===== config.mk =====
export PLATFORM = sky130hd
export DESIGN_NAME = fpled_decoder
export DESIGN_NICKNAME = d
export VERILOG_FILES = /design/src/inc/fpled_pkg.sv /design/src/rtl/fpled_blink.sv /design/src/rtl/fpled_decoder.sv
export SDC_FILE = /design/constraint.sdc
export NUM_CORES = 1
export LEC_CHECK = 0
export BUFFER_PORTS_ARGS = -buffer_cell sky130_fd_sc_hd__buf_2
export CAP_MARGIN = 20
export CORE_UTILIZATION = 50
export DETAILED_ROUTE_END_ITERATION = 10
export PLACE_DENSITY_LB_ADDON = 0.2
export SLEW_MARGIN = 20
export SYNTH_ARGS = -nofsm -noshare
export SYNTH_HDL_FRONTEND = slang
export SYNTH_SLANG_ARGS = --single-unit

===== constraint.sdc =====
create_clock -name sys_clk -period 4.15 [get_ports sys_clk]
set_input_delay 1.0375 -clock sys_clk [delete_from_list [all_inputs] [get_ports sys_clk]]
set_output_delay 1.0375 -clock sys_clk [all_outputs]
set_load 0.02 [all_outputs]

===== src/inc/fpled_pkg.sv =====
// Package for the front panel LED output decoder.
// Assumes a 50 MHz system clock and byte-wide I/O register writes.
package fpled_pkg;
  // I/O addresses of the two output registers.
  localparam logic [15:0] FPLED_ADDR_LOW = 16'h0435;
  localparam logic [15:0] FPLED_ADDR_HIGH = 16'h0437;
  // Field positions.
  localparam int FPLED_STATUS_LSB = 5;
  localparam int FPLED_STATUS_MSB = 6;
  localparam int FPLED_USER1_BIT = 4;
  localparam int FPLED_USER2_BIT = 0;
  // Values after reset: status pins at 00 read inverted as 11 (blinking amber).
  localparam logic [7:0] FPLED_LOW_RESET = 8'h00;
  localparam logic [7:0] FPLED_HIGH_RESET = 8'h00;
  // Blink timing: half period of a 1 Hz square wave.
  localparam int FPLED_CLK_HZ = 50000000;
  localparam int FPLED_BLINK_HALF_MS = 500;
  localparam int FPLED_BLINK_HALF_CYC = FPLED_CLK_HZ / 1000 * FPLED_BLINK_HALF_MS;
  localparam int FPLED_DIV_W = 25;
  // Decoded status codes.
  localparam logic [1:0] FPLED_CODE_GREEN = 2'h0;
  localparam logic [1:0] FPLED_CODE_GREEN_BLINK = 2'h1;
  localparam logic [1:0] FPLED_CODE_AMBER = 2'h2;
  localparam logic [1:0] FPLED_CODE_AMBER_BLINK = 2'h3;
endpackage


===== src/rtl/fpled_blink.sv =====
// Free-running blink divider giving an equal-duty square wave.
// Assumes one clock; half period is a parameter so simulation can shorten it.
`timescale 1ns/1ns
`default_nettype none
module fpled_blink
  import fpled_pkg::*;
#(
  parameter int HALF_CYC = FPLED_BLINK_HALF_CYC
) (
  // Clock and reset.
  input wire logic sys_clk,
  input wire logic rst_n,
  // Square wave.
  output logic blink
);
  logic [FPLED_DIV_W-1:0] count;
  logic [FPLED_DIV_W-1:0] next_count;
  logic next_blink;

  // Count to the half period, then flip the phase.
  always_comb begin
    next_count = count + 25'h1;
    next_blink = blink;
    if (count == FPLED_DIV_W'(HALF_CYC - 1)) begin
      next_count = '0;
      next_blink = ~blink;
    end
  end

  // Registers only.
  always_ff @(posedge sys_clk or negedge rst_n) begin
    if (!rst_n) begin
      count <= '0;
      blink <= 1'b0;
    end else begin
      count <= next_count;
      blink <= next_blink;
    end
  end
endmodule
`default_nettype wire


===== src/rtl/fpled_decoder.sv =====
// Front panel LED decoder fed by general-purpose output registers.
// Assumes a byte-wide I/O write/read port on the system clock domain.
`timescale 1ns/1ns
`default_nettype none
module fpled_decoder
  import fpled_pkg::*;
#(
  parameter int HALF_CYC = FPLED_BLINK_HALF_CYC
) (
  // Clock and reset.
  input wire logic sys_clk,
  input wire logic rst_n,
  // I/O register port.
  input wire logic io_wr,
  input wire logic io_rd,
  input wire logic [15:0] io_addr,
  input wire logic [7:0] io_wdata,
  output logic [7:0] io_rdata,
  output logic io_hit,
  // Raw output pin levels.
  output logic [1:0] status_led_select_outputs,
  output logic user_led_one_output,
  output logic user_led_two_output,
  // LED drives, high lights the LED.
  output logic led_green,
  output logic led_amber,
  output logic led_user_one,
  output logic led_user_two
);
  logic [7:0] led_output_low_byte;
  logic [7:0] led_output_high_byte;
  logic [7:0] next_low;
  logic [7:0] next_high;
  logic [7:0] next_rdata;
  logic next_hit;
  logic blink;
  logic [1:0] code;
  logic next_green;
  logic next_amber;
  logic blink_seen;
  logic next_blink_seen;
  logic [FPLED_DIV_W-1:0] blink_run;
  logic [FPLED_DIV_W-1:0] next_blink_run;

  // Shared blink source for both blinking modes.
  fpled_blink #(.HALF_CYC(HALF_CYC)) u_blink (
    .sys_clk(sys_clk),
    .rst_n(rst_n),
    .blink(blink)
  );

  // Register writes and read data; unmapped addresses read zero.
  always_comb begin
    next_low = led_output_low_byte;
    next_high = led_output_high_byte;
    next_rdata = 8'h00;
    next_hit = 1'b0;
    if (io_wr && io_addr == FPLED_ADDR_LOW) begin
      next_low = io_wdata;
    end
    if (io_wr && io_addr == FPLED_ADDR_HIGH) begin
      next_high = io_wdata;
    end
    if (io_rd && io_addr == FPLED_ADDR_LOW) begin
      next_rdata = led_output_low_byte;
      next_hit = 1'b1;
    end
    if (io_rd && io_addr == FPLED_ADDR_HIGH) begin
      next_rdata = led_output_high_byte;
      next_hit = 1'b1;
    end
  end

  // Pin inversion happens here: a low pin counts as a one.
  assign code = ~led_output_high_byte[FPLED_STATUS_MSB:FPLED_STATUS_LSB];

  // Decode the status code into the two front LEDs.
  always_comb begin
    next_green = 1'b0;
    next_amber = 1'b0;
    unique case (code)
      FPLED_CODE_GREEN: next_green = 1'b1;
      FPLED_CODE_GREEN_BLINK: next_green = blink;
      FPLED_CODE_AMBER: next_amber = 1'b1;
      FPLED_CODE_AMBER_BLINK: next_amber = blink;
    endcase
  end

  // All outputs are registered; reset clears every pin, giving blinking amber.
  always_ff @(posedge sys_clk or negedge rst_n) begin
    if (!rst_n) begin
      led_output_low_byte <= FPLED_LOW_RESET;
      led_output_high_byte <= FPLED_HIGH_RESET;
      io_rdata <= 8'h00;
      io_hit <= 1'b0;
      status_led_select_outputs <= 2'h0;
      user_led_one_output <= 1'b0;
      user_led_two_output <= 1'b0;
      led_green <= 1'b0;
      led_amber <= 1'b0;
      led_user_one <= 1'b0;
      led_user_two <= 1'b0;
    end else begin
      led_output_low_byte <= next_low;
      led_output_high_byte <= next_high;
      io_rdata <= next_rdata;
      io_hit <= next_hit;
      status_led_select_outputs <= led_output_high_byte[FPLED_STATUS_MSB:FPLED_STATUS_LSB];
      user_led_one_output <= led_output_high_byte[FPLED_USER1_BIT];
      user_led_two_output <= led_output_low_byte[FPLED_USER2_BIT];
      led_green <= next_green;
      led_amber <= next_amber;
      led_user_one <= led_output_high_byte[FPLED_USER1_BIT];
      led_user_two <= led_output_low_byte[FPLED_USER2_BIT];
    end
  end

  // Helper state for the blink checks: the level seen one cycle ago and how
  // many sampled cycles the current level has lasted. It is kept apart from
  // the divider so that a miscounting divider cannot vouch for itself.
  always_comb begin
    next_blink_seen = blink;
    next_blink_run = blink_run + 25'h1;
    if (blink != blink_seen) begin
      next_blink_run = 25'h1;
    end
  end

  // Helper registers only; cleared with the divider so both start in step.
  always_ff @(posedge sys_clk or negedge rst_n) begin
    if (!rst_n) begin
      blink_seen <= 1'b0;
      blink_run <= '0;
    end else begin
      blink_seen <= next_blink_seen;
      blink_run <= next_blink_run;
    end
  end

  // Front LED checks; pin values are raw, so the inversion is checked too.
  // Green and amber never light together.
  AST_EXCLUSIVE: assert property (
    @(posedge sys_clk) disable iff (!rst_n)
    !(led_green && led_amber))
    else $error("Green and amber lit together.");
  // Steady green follows a pin pair of 11.
  AST_STEADY_GREEN: assert property (
    @(posedge sys_clk) disable iff (!rst_n)
    (led_output_high_byte[FPLED_STATUS_MSB:FPLED_STATUS_LSB] == 2'h3)
    |=> led_green && !led_amber)
    else $error("Steady green missing.");
  // Steady amber follows a pin pair of 01.
  AST_STEADY_AMBER: assert property (
    @(posedge sys_clk) disable iff (!rst_n)
    (led_output_high_byte[FPLED_STATUS_MSB:FPLED_STATUS_LSB] == 2'h1)
    |=> led_amber && !led_green)
    else $error("Steady amber missing.");
  // Blinking amber tracks the divider; this is also the reset state.
  AST_BLINK_AMBER: assert property (
    @(posedge sys_clk) disable iff (!rst_n)
    (led_output_high_byte[FPLED_STATUS_MSB:FPLED_STATUS_LSB] == 2'h0)
    |=> (led_amber == $past(blink)) && !led_green)
    else $error("Blinking amber wrong.");
  // Blinking green tracks the divider.
  AST_BLINK_GREEN: assert property (
    @(posedge sys_clk) disable iff (!rst_n)
    (led_output_high_byte[FPLED_STATUS_MSB:FPLED_STATUS_LSB] == 2'h2)
    |=> (led_green == $past(blink)) && !led_amber)
    else $error("Blinking green wrong.");

  // Register path checks.
  // A write to the high byte reaches user LED one two cycles later.
  AST_USER_ONE: assert property (
    @(posedge sys_clk) disable iff (!rst_n)
    (io_wr && io_addr == FPLED_ADDR_HIGH)
    |=> ##1 led_user_one == $past(io_wdata[FPLED_USER1_BIT], 2))
    else $error("User LED one wrong.");
  // A write to the low byte reaches user LED two two cycles later.
  AST_USER_TWO: assert property (
    @(posedge sys_clk) disable iff (!rst_n)
    (io_wr && io_addr == FPLED_ADDR_LOW)
    |=> ##1 led_user_two == $past(io_wdata[FPLED_USER2_BIT], 2))
    else $error("User LED two wrong.");
  // A read of the high byte returns the stored byte next cycle.
  AST_READBACK: assert property (
    @(posedge sys_clk) disable iff (!rst_n)
    (io_rd && !io_wr && io_addr == FPLED_ADDR_HIGH)
    |=> io_hit && (io_rdata == $past(led_output_high_byte)))
    else $error("Readback wrong.");
  // A read of the low byte returns the stored byte next cycle.
  AST_READBACK_LOW: assert property (
    @(posedge sys_clk) disable iff (!rst_n)
    (io_rd && io_addr == FPLED_ADDR_LOW)
    |=> io_hit && (io_rdata == $past(led_output_low_byte)))
    else $error("Low byte readback wrong.");
  // Without a read strobe the answer port rests at zero.
  AST_RDATA_IDLE: assert property (
    @(posedge sys_clk) disable iff (!rst_n)
    !io_rd |=> (io_rdata == 8'h00) && !io_hit)
    else $error("Read port not idle.");
  // Writes to unmapped addresses leave both bytes alone.
  AST_UNMAPPED_WRITE: assert property (
    @(posedge sys_clk) disable iff (!rst_n)
    (io_wr && io_addr != FPLED_ADDR_LOW && io_addr != FPLED_ADDR_HIGH)
    |=> $stable(led_output_low_byte) && $stable(led_output_high_byte))
    else $error("Unmapped write changed a register.");
  // The raw status pins mirror the stored field one cycle later.
  AST_PIN_MIRROR: assert property (
    @(posedge sys_clk) disable iff (!rst_n)
    status_led_select_outputs ==
    $past(led_output_high_byte[FPLED_STATUS_MSB:FPLED_STATUS_LSB]))
    else $error("Status pins wrong.");
  // The raw user pins mirror their stored bits one cycle later.
  AST_USER_PINS: assert property (
    @(posedge sys_clk) disable iff (!rst_n)
    {user_led_one_output, user_led_two_output} ==
    $past({led_output_high_byte[FPLED_USER1_BIT], led_output_low_byte[FPLED_USER2_BIT]}))
    else $error("User pins wrong.");
  // Held reset leaves both user LEDs and their pins dark.
  AST_RESET_CLEAR: assert property (
    @(posedge sys_clk)
    !rst_n |=> !led_user_one && !led_user_two &&
    !user_led_one_output && !user_led_two_output)
    else $error("User LEDs not cleared by reset.");

  // Divider checks.
  // A high phase lasts at least nine sampled cycles.
  AST_BLINK_HOLD: assert property (
    @(posedge sys_clk) disable iff (!rst_n)
    $rose(blink) |=> blink [*8])
    else $error("Blink too short.");
  // A low phase lasts at least nine sampled cycles.
  AST_BLINK_LOW_HOLD: assert property (
    @(posedge sys_clk) disable iff (!rst_n)
    $fell(blink) |=> !blink [*8])
    else $error("Blink low phase too short.");
  // Each phase ends after exactly the half period, giving equal duty.
  AST_BLINK_PERIOD: assert property (
    @(posedge sys_clk) disable iff (!rst_n)
    (blink != blink_seen) |-> (blink_run == FPLED_DIV_W'(HALF_CYC)))
    else $error("Blink phase length wrong.");
  // No phase outlasts the half period.
  AST_BLINK_RUN: assert property (
    @(posedge sys_clk) disable iff (!rst_n)
    blink_run <= FPLED_DIV_W'(HALF_CYC))
    else $error("Blink phase too long.");
endmodule
`default_nettype wire


* After elaboration in Yosys (flattened, before gate mapping)
Cells that the tools add are included.
** Storage, ports and cells
- Input bits :: 28
- Output and inout port bits :: 17
- Flip-flop bits (word level) :: 57
- Word-level logic and storage cells :: 32
** Cells by class
- Muxes and demuxes :: 7
- Reductions and logical operators :: 5
- Bitwise logic cells :: 2
- Equal/unequal tests :: 6
- $add $sub $neg :: 1
** Operators with widths (count)
- equality test 16 x 11 -> 1 bit (second input constant) :: 2
- adder 25 x 1 -> 25 bit (second input constant) :: 1
- equality test 25 bit (second input constant) :: 1
- 2-to-1 mux 25 bit :: 1
- 2-to-1 mux 8 bit :: 2
- equality test 2 bit (second input constant) :: 2
- logical AND 1 bit :: 4
- one-hot mux 1 bit (2 select lines) :: 2
- equality test 2 x 1 -> 1 bit (second input constant) :: 1
- zero test 2 bit :: 1
- 2-to-1 mux 1 bit :: 2
- inverter 2 bit :: 1
- inverter 1 bit :: 1

* Longest topological paths before layout
Gate-level depths: netlist (run 1).
- Depth after elaboration :: 4
- Mapped depth :: 6
- Depth with buffers taken out :: 5

* By module
A second synthesis (run 1) with hierarchy kept.
** Second synthesis, totals
- Cells, all modules :: 200
- Area total of the unflattened synthesis :: 2511.2 µm²
** By module, submodules not included
- fpled_blink :: instances 1, sequential area each 650.6 µm², cells each 127, area each 1328.8 µm²
- fpled_decoder :: instances 1, sequential area each 775.7 µm², cells each 73, area each 1182.4 µm²

* Worst setup path before layout (run 1)
Ideal clock, no wire load.
- Path kind :: input-to-reg
- Start point :: in io_addr[3]
- End point :: reg led_output_low_byte[0]
- Path buffers :: 1
- Arrival :: 2379 ps
- Stages :: 5
- Path slack :: 1646 ps
- Data required time :: 4025 ps
- Library setup time :: 125 ps
- Cells stage by stage :: nand4b_1 > nor4_1 > and4b_1 > clkbuf_1 > mux2_2
** Between the ends
- Word-level cells in the longest chain between the ends :: 2
** RTL lines
- start: declaration :: RTL line fpled_decoder.sv:16 : input wire logic [15:0] io_addr,
- equality test 16 x 11 -> 1 bit :: RTL line fpled_decoder.sv:58 : if (io_wr && io_addr == FPLED_ADDR_LOW) begin
- logical AND 1 bit :: RTL line fpled_decoder.sv:58
- end signal: assignment :: RTL line fpled_decoder.sv:104 : led_output_low_byte <= next_low;
- end: declaration :: RTL line fpled_decoder.sv:30 : logic [7:0] led_output_low_byte;
Every way passes these cells.
A chain may end at the register's enable or synchronous reset.

* Final worst setup path (run 1)
- Start point :: reg u_blink.count[10]
- End point :: reg u_blink.count[1]
** Between the ends
- Word-level cells in the longest chain between the ends :: 2
** RTL lines
- start: declaration :: RTL line fpled_blink.sv:16 : logic [FPLED_DIV_W-1:0] count;
- start signal: assignment :: RTL line fpled_blink.sv:36 : count <= next_count;
- equality test 25 bit :: RTL line fpled_blink.sv:24 : if (count == FPLED_DIV_W'(HALF_CYC - 1)) begin
- 2-to-1 mux 25 bit :: RTL line fpled_blink.sv:24
- via u_blink.next_count[1] :: RTL line fpled_blink.sv:17 : logic [FPLED_DIV_W-1:0] next_count;
The timed path passes the listed nets, and every way through them passes these cells.

==> impl_metrics.tcl, run 1 <==
set metrics [dict create \
    status "finished clean" \
    yosysWarnings 0 \
    synth_area_leader_cell "dfrtp_1" \
    final_nets 286 \
    p_clk_share_pct 51.7 \
    cts_setup_buffers 0 \
    hp-class "reg -> reg" \
    core_region_area_sq_um 4790 \
    yosysMostFrequentCell "dfrtp_1" \
    rrSetupSlack_ns 1.63 \
    drv_cap 0 \
    grt_pass1_wl_um 8460 \
    synth.top_cell.area_share_pct 56.9 \
    dieArea_sq_um 5300 \
    min_period_over_period_pct 60.8 \
    peakVddDrop_mv 0.206 \
    finalHoldViolCount 0 \
    cts_buffers 9 \
    ys_seq_elements 57 \
    netlist_top_cells_count "dfrtp_1, nor2_1, mux2_2" \
    grt_usage_pct 21.4 \
    p_leak_nw 1.50 \
    p_total_mw 1.21 \
    critPathCapture "u_blink.count[1]" \
    area_growth_pct 20.3 \
    route.detailed.drc 0 \
    relSlewSlack_pct 40.8 \
    die_h_um 72.8 \
    cp_max_fo 14 \
    grt_overflow_total 0 \
    synth_edf_count 0 \
    hpwl_um 3410 \
    swShare_pct 19.0 \
    required_ns 4.36 \
    p_per_area_nw_per_um2 402 \
    fp-row-count 25 \
    holdBufCountCts 0 \
    critical_path_class "reg -> reg" \
    skew_ns 0.00582 \
    cts_root_buffer "clkbuf_8" \
    vias_per_cell 5.46 \
    crit_slowest_cell "nor4_4" \
    globalplace.congestion 0.782 \
    antenna_cells 0 \
    fmax_mhz 396 \
    cts_resized 0 \
    yosysUniqueCellTypes 39 \
    endpoint_kind "flip-flop" \
    final-setup-viol-count 0 \
    r2r-end "u_blink.count[1]" \
    netlist_area_sq_um 2510 \
    intPower_mw 0.983 \
    tightest_slew_ns 0.880 \
    crit_path_max_incr_delay_ns 0.69 \
    slew_viol_final 0 \
    die_width_um 72.8 \
    ys_top_cells_by_area "dfrtp_1, mux2_2, xnor2_1" \
    async_flop_share_pct 100 \
    min_path_cells 0 \
    clock-sinks 57 \
    avgSynthCellArea_sq_um 12.0 \
    cp-start-kind "flip-flop" \
    synthFlopType "dfrtp_1" \
    clkTransAtPathRegs_ns 0.07 \
    dr.pass1.iters 4 \
    path_cells "or4b_1, or4_4, nor4_4, and2b_2" \
    r2r-start "u_blink.count[10]" \
    pwr-share-comb_pct 2.5 \
    wl_per_cell_um 14.8 \
    critPathLaunch "u_blink.count[10]" \
    cts_buffer_depth 2 \
    yosysSeqAreaShare_pct 56.9 \
    drtIter0Drc 111 \
    synth_nets 238 \
    tns_ns 0 \
    drive_above_1_share_pct 31.7 \
    wirelength_um 4870 \
    cts_tree "built" \
    antenna_found_initial 0 \
    grt_max_degree 32 \
    start_util_pct 52.4 \
    rsz0062_at_grt "false" \
    seqPwrFrac_pct 45.8 \
    dr_total_vias 1796 \
    drtAntennaViolNets 0 \
    ff2ff_path_depth 4 \
    p_sw_mw 0.230 \
    h-tree-depth 3 \
    period_needed_ns 2.52 \
    insertion_delay_ns 0.32 \
    io_pins 45 \
    critPathArrivalTime_ns 2.74 \
    synth_cells 209 \
    io_buffers 44 \
    grt_pass1_vias 1814 \
]
[worst max-delay path: cells and delay by family (launching register included)]
kind	cells	cell delay, ns
flops	1	0.45
simple gates	4	1.96
[worst min-delay path by stage]
stage / startpoint / end
global placement: led_output_high_byte[4] / led_user_one
CTS: led_output_high_byte[4] / led_user_one
global route: led_output_high_byte[4] / led_user_one
finish: led_output_high_byte[4] / led_user_one
detailed placement: led_output_high_byte[4] / led_user_one
floorplan: led_output_high_byte[4] / led_user_one
[routing by layer]
layer	global-route usage (%)	routed length (um)	vias to the layer above
met5	0	0	-
met4	10.0	74	0
met3	4.28	169	8
met2	33.7	2330	41
met1	28.8	2290	889
li1	-	-	858
[state kept, by name, summed over array words and instances (netlist names)]
register	flops
status_led_select_outputs	2
led_output_low_byte	8
io_rdata	8
led_green	1
u_blink.count	25
led_output_high_byte	8
led_user_one	1
u_blink.blink	1
led_amber	1
led_user_two	1
io_hit	1
[logic make-up (layout without fill, tap and decap cells)]
logic type               Yosys count  after routing  synth area share, %
AND/OR/NAND/NOR                   84             84                 20.6
buffers and inverters             11             64                 2.35
flip-flops                        57             57                 56.9
AO/OA/AOI/OAI                     16             16                 3.64
adder cells (fa/ha/maj)            1              1                0.499
multiplexers                      25             25                 10.8
XOR/XNOR                          15             15                 5.24
[cells in the final DEF, fill, tap and decap left out, drive strengths merged, types with 4 or more instances in the layout]
cell	n
xor2	4
nor2	18
dfrtp	57
or4	4
buf	45
or3	4
nor4b	4
clkbuf	11
nand2	9
mux2	16
nand4b	4
mux2i	9
nand3	10
o21ai	6
xnor2	11
nand4	10
and4	4
nor4	7
a21oi	6
[through the flow]
step | std cells | area [sq um] | hold WS, ns | utilization (%) | setup slack (ns)
floorplan | 209 | 2510 | 0.368 | - | 1.65
global placement | 313 | 2770 | 0.393 | 57.9 | 1.43
detailed placement | 313 | 2770 | 0.396 | 57.9 | 1.36
CTS | 329 | 3020 | 0.412 | 63.0 | 1.61
global route | 329 | 3020 | 0.436 | 63.0 | 1.46
finish | 329 | 3020 | 0.412 | 63.0 | 1.63
[power groups by stage]
stage	Sequential, mW	Clock (mW)	Combinational (mW)
global route	0.555	0.658	0.0342
detailed placement	0.566	0	0.0309
global placement	0.566	0	0.0307
floorplan	0.566	0	0.00540
CTS	0.556	0.638	0.0309
finish	0.556	0.627	0.0300
[cell type report]
cell class                 count  area [sq um]
timing repair buffer          45           228
fill                         401          1770
clock inverter                 5           103
tap                           67          83.8
multi-input combinational    141          1020
clock buffer                  11           141
inverter                       3          11.3
sequential                    57          1430
(Power assumes the default switching activity.)
==> run 2, diff against run 1 <==
Settings changed: ABC_AREA set to 1.
Clock period 4.15 ns to 2.2 ns, I/O delays scaled along.
==> impl_metrics.tcl, run 2 <==
set metrics [dict create \
    synth_nets 375 \
    globalplace.congestion 0.885 \
    cp-start-kind "input port" \
    insertion_delay_ns 0.35 \
    cts_setup_buffers 0 \
    vias_per_cell 5.02 \
    regMostFlops "u_blink.count" \
    fin_ws_ns 0.714 \
    status "finished clean" \
    dr.pass1.iters 4 \
    start_util_pct 53.0 \
    route.detailed.drc 0 \
    yosysWarnings 0 \
    tightest_slew_ns 0.470 \
    fp-row-count 27 \
    io_pins 45 \
    area_growth_pct 16.9 \
    pre_cts_ws_ns 0.330 \
    async_flop_share_pct 100 \
    ys_top_cells_by_area "dfrtp_1, nand2_1, inv_1" \
    drtAntennaViolNets 0 \
    dr_total_vias 2374 \
    dieArea_sq_um 6290 \
    antenna_cells 0 \
    synth_area_leader_cell "dfrtp_1" \
    ys_seq_elements 57 \
    peakVddDrop_mv 0.397 \
    wirelength_um 5940 \
    final_cell_mix "nand2_1, dfrtp_1, inv_1" \
    hpwl_um 4240 \
    crit_slowest_cell "nor2_2" \
    worst_path_most_repeated_cell "nand2_1" \
    h-tree-depth 3 \
    tns_ns 0 \
    cts_buffers 9 \
    drtIter0Drc 157 \
    largest_reg_flops 25 \
    required_ns 2.44 \
    crit_path_max_incr_delay_ns 0.39 \
    cts_resized 0 \
    finalHoldViolCount 0 \
    p_leak_nw 1.89 \
    skew_ns 0.00960 \
    final_common_cell "nand2_1" \
    synth_edf_count 0 \
    synth.top_cell.area_share_pct 47.7 \
    hold_ws_ns 0.185 \
    drive_above_1_share_pct 25.2 \
    synthFlopType "dfrtp_1" \
    holdBufCountCts 0 \
    netlist_top_cells_count "nand2_1, dfrtp_1, inv_1" \
    cts_tree "built" \
    clkTransAtPathRegs_ns 0.08 \
    min_period_over_period_pct 67.6 \
    yosysUniqueCellTypes 26 \
    critPathArrivalTime_ns 1.73 \
    yosysSeqAreaShare_pct 47.7 \
    avgSynthCellArea_sq_um 8.64 \
    die_width_um 79.3 \
    wl_per_cell_um 12.6 \
    die_h_um 79.3 \
    synth_cells 346 \
    antenna_found_initial 0 \
    grt_overflow_total 0 \
    core_region_area_sq_um 5640 \
    final_nets 425 \
    grt_max_degree 58 \
    cp_max_fo 16 \
    io_buffers 44 \
    yosysMostFrequentCell "nand2_1" \
    grt_usage_pct 21.6 \
    period_needed_ns 1.49 \
    final-setup-viol-count 0 \
    relSlewSlack_pct 68.6 \
    grt_pass1_wl_um 10200 \
    grt_pass1_vias 2236 \
    cts_buffer_depth 2 \
    clock-sinks 57 \
    path_cells "buf_2, nor2_1, nand2_1, nor2_2, nand3_4, nand2_1, o21ai_2" \
    hp-class "in -> async" \
    slew_viol_final 0 \
    endpoint_kind "flip-flop" \
    cts_root_buffer "clkbuf_8" \
    p_per_area_nw_per_um2 640 \
    rsz0062_at_grt "false" \
    fmax_mhz 673 \
    netlist_area_sq_um 2990 \
    critical_path_class "in -> reg" \
    drv_cap 0 \
]
-- run 2: final timing paths --
kind | startpoint | endpoint | slack (ns) | cells past startpoint
min in group sys_clk | led_output_high_byte[4] | led_user_one | 0.41 | 0
worst min-delay path | rst_n | u_blink.count[21] | 0.18 | 2
worst max-delay path | io_addr[15] | led_output_high_byte[6] | 0.71 | 7
worst min register to register | led_output_high_byte[4] | led_user_one | 0.41 | 0
worst max register to register | u_blink.count[0] | u_blink.count[18] | 0.73 | 8
max in group asynchronous | rst_n | led_output_low_byte[0] | 1.76 | 2
-- run 2: report_power, final --
| group | leakage, nW | internal (mW) | switching (mW) | total, mW |
|---|---|---|---|---|
| Sequential | 0.782 | 1.05 | 0.0000777 | 1.05 |
| Combinational | 0.995 | 0.0243 | 0.0446 | 0.0689 |
| Clock | 0.110 | 0.646 | 0.473 | 1.12 |
-- run 2: routing by layer --
layer | vias up | global-route usage, % | part of all wire [%]
met3 | 12 | 6.67 | 4.2
li1 | 1199 | - | -
met1 | 1097 | 26.8 | 45
met5 | - | 0 | 0
met2 | 66 | 34.4 | 49
met4 | 0 | 9.82 | 1.8
-- run 2: kinds of logic (layout without fill, tap and decap cells) --
family | after synthesis | after routing | share of synthesized area, %
flops | 57 | 57 | 47.7
simple gates | 196 | 196 | 35.2
buf+inv | 57 | 112 | 8.37
fa+ha+maj | 1 | 1 | 0.419
xor+xnor | 11 | 11 | 3.22
compound gates | 24 | 24 | 5.11
-- run 2: final cells by class --
type,count,area [sq um]
clock buffers,9,124
clock inverters,7,103
fillers,485,2150
inverters,49,184
multi-input cells,232,1310
flip-flops and latches,57,1430
well taps,72,90.1
repair buffers,47,255
-- run 2: stage by stage --
stage	power [mW]	area [sq um]	instances	util (%)
2_1_floorplan	1.09	2990	346	-
3_3_place_gp	1.14	3270	457	57.9
3_5_place_dp	1.14	3270	457	57.9
4_1_cts	2.26	3490	473	61.9
5_1_grt	2.32	3490	473	61.9
6_report	2.24	3490	473	61.9
-- run 2: critical path, delay by kind of cell --
| kind | cells | cell delay, ns |
|---|---|---|
| buffers and inverters | 1 | 0.09 |
| AND/OR/NAND/NOR | 5 | 1.01 |
| AO/OA/AOI/OAI | 1 | 0.06 |
==> run 3, diff against run 2 <==
Settings changed: ABC_AREA 1 to 0, CORE_UTILIZATION 50 to 49.
Clock period 2.2 ns to 1.2 ns, I/O delays scaled along.
==> impl_metrics.tcl, run 3 (same netlist as run 1, synthesis figures left out) <==
set metrics [dict create \
    swShare_pct 19.0 \
    cp_max_fo 8 \
    globalplace.congestion 0.828 \
    die_width_um 73.5 \
    vias_per_cell 5.44 \
    start_util_pct 52.1 \
    status "finished with violations" \
    dr.pass1.iters 4 \
    cts_buffers 9 \
    route.detailed.drc 0 \
    crit_slowest_cell "or4b_4" \
    ff2ff_path_depth 5 \
    regMostFlops "u_blink.count" \
    drtIter0Drc 153 \
    p_total_mw 4.30 \
    fmax_mhz 482 \
    pwr-share-comb_pct 3.1 \
    drtAntennaViolNets 0 \
    relSlewSlack_pct 64.7 \
    path_cells "or4b_4, or4_4, nor4_4, buf_6, xor2_1" \
    dieArea_sq_um 5410 \
    drive_above_1_share_pct 54.5 \
    antenna_cells 0 \
    peakVddDrop_mv 1.08 \
    grt_pass1_wl_um 9920 \
    pre_cts_ws_ns -0.794 \
    wl_met2_um 3210 \
    wirelength_um 6410 \
    min_path_cells 2 \
    period_needed_ns 2.07 \
    hpwl_um 4010 \
    hp-class "in -> reg" \
    endpoint_kind "flip-flop" \
    ff_latch_area_sq_um 1430 \
    wl_met1_um 2770 \
    io_buffers 44 \
    final_nets 347 \
    seqPwrFrac_pct 44.7 \
    required_ns 1.45 \
    final-setup-viol-count 45 \
    post-route-util_pct 79.6 \
    stdcell_area_sq_um 3830 \
    skew_ns 0.00668 \
    cts_root_buffer "clkbuf_8" \
    largest_reg_flops 25 \
    grt_max_degree 51 \
    top_layer_used "met4" \
    p_leak_nw 1.96 \
    rrSetupSlack_ns -0.87 \
    clkTransAtPathRegs_ns 0.07 \
    intPower_mw 3.48 \
    wl_per_cell_um 16.4 \
    antenna_found_initial 0 \
    fin_ws_ns -0.874 \
    core_region_area_sq_um 4820 \
    num-fill-cells 302 \
    drv_cap 0 \
    crit_path_max_incr_delay_ns 0.54 \
    insertion_delay_ns 0.33 \
    area_growth_pct 52.8 \
    cts_buffer_depth 2 \
    slew_viol_final 0 \
    io_pins 45 \
    critical_path_class "reg -> reg" \
    p_sw_mw 0.815 \
    p_per_area_nw_per_um2 1120 \
    finalHoldViolCount 0 \
    multi_input_area_sq_um 1290 \
    hold_ws_ns 0.212 \
    grt_overflow_total 0 \
    place_area_sq_um 3250 \
    cp-start-kind "flip-flop" \
    die_h_um 73.5 \
    p_clk_share_pct 52.2 \
    grt_pass1_vias 2081 \
    cts_tree "built" \
    final_cell_mix "dfrtp_1, buf_2, buf_4" \
    rsz0062_at_grt "true" \
    dr_total_vias 2121 \
    min_period_over_period_pct 173 \
    h-tree-depth 3 \
    critPathArrivalTime_ns 2.32 \
    fp-row-count 25 \
    tightest_slew_ns 0.528 \
    wl_met3_um 273 \
    violations "setup timing" \
    clock-sinks 57 \
    final_common_cell "dfrtp_1" \
    grt_usage_pct 25.2 \
]
run 3: timing repair:
item	4_1_cts	5_1_grt
gates resized for setup	27	30
buffers inserted	7	7
pin swaps	18	11
endpoints found under the setup margin	44	46
hold buffers	1	0
hold endpoints to repair	7	0
gates cloned	1	0
run 3: layout make-up:
type	instances	area share [%]
tap	67	2.19
timing repair buffer	105	20.0
sequential	57	37.3
clock buffer	12	4.05
clock inverter	4	2.58
inverter	3	0.294
multi-input combinational	142	33.6
run 3: stage by stage:
step | instances | TNS, ns
5_1_grt | 390 | -21.79
4_1_cts | 386 | -15.80
2_1_floorplan | 209 | -20.00
6_report | 390 | -19.53
3_3_place_gp | 362 | -23.68
3_5_place_dp | 362 | -25.28
run 3: path summary, 6_finish.rpt:
check                                          endpoint                     from
min in group asynchronous       led_output_high_byte[0]                    rst_n
worst min register to register             led_user_one  led_output_high_byte[4]
worst max-delay path                      u_blink.blink         u_blink.count[8]
worst max register to register            u_blink.blink         u_blink.count[8]
worst min-delay path             led_output_low_byte[3]              io_wdata[3]
max in group asynchronous              u_blink.count[3]                    rst_n
run 3: worst max-delay path: cells and delay by family (launching register included):
family,cells,cell delay (ns)
simple gates,3,1.25
flops,1,0.40
buf+inv,1,0.19
xor+xnor,1,0.15
run 3: routing by layer:
metal	up-vias	track usage, %
met5	-	0
met4	0	12.8
met3	16	4.94
met2	62	39.3
met1	1058	33.3
li1	985	-
run 3: power by group through the flow:
stage	logic [mW]	registers (mW)	clock network, mW
finish	0.131	1.92	2.24
global placement	0.120	1.96	0
CTS	0.131	1.92	2.26
global route	0.149	1.92	2.34
detailed placement	0.123	1.96	0
floorplan	0.0201	1.96	0
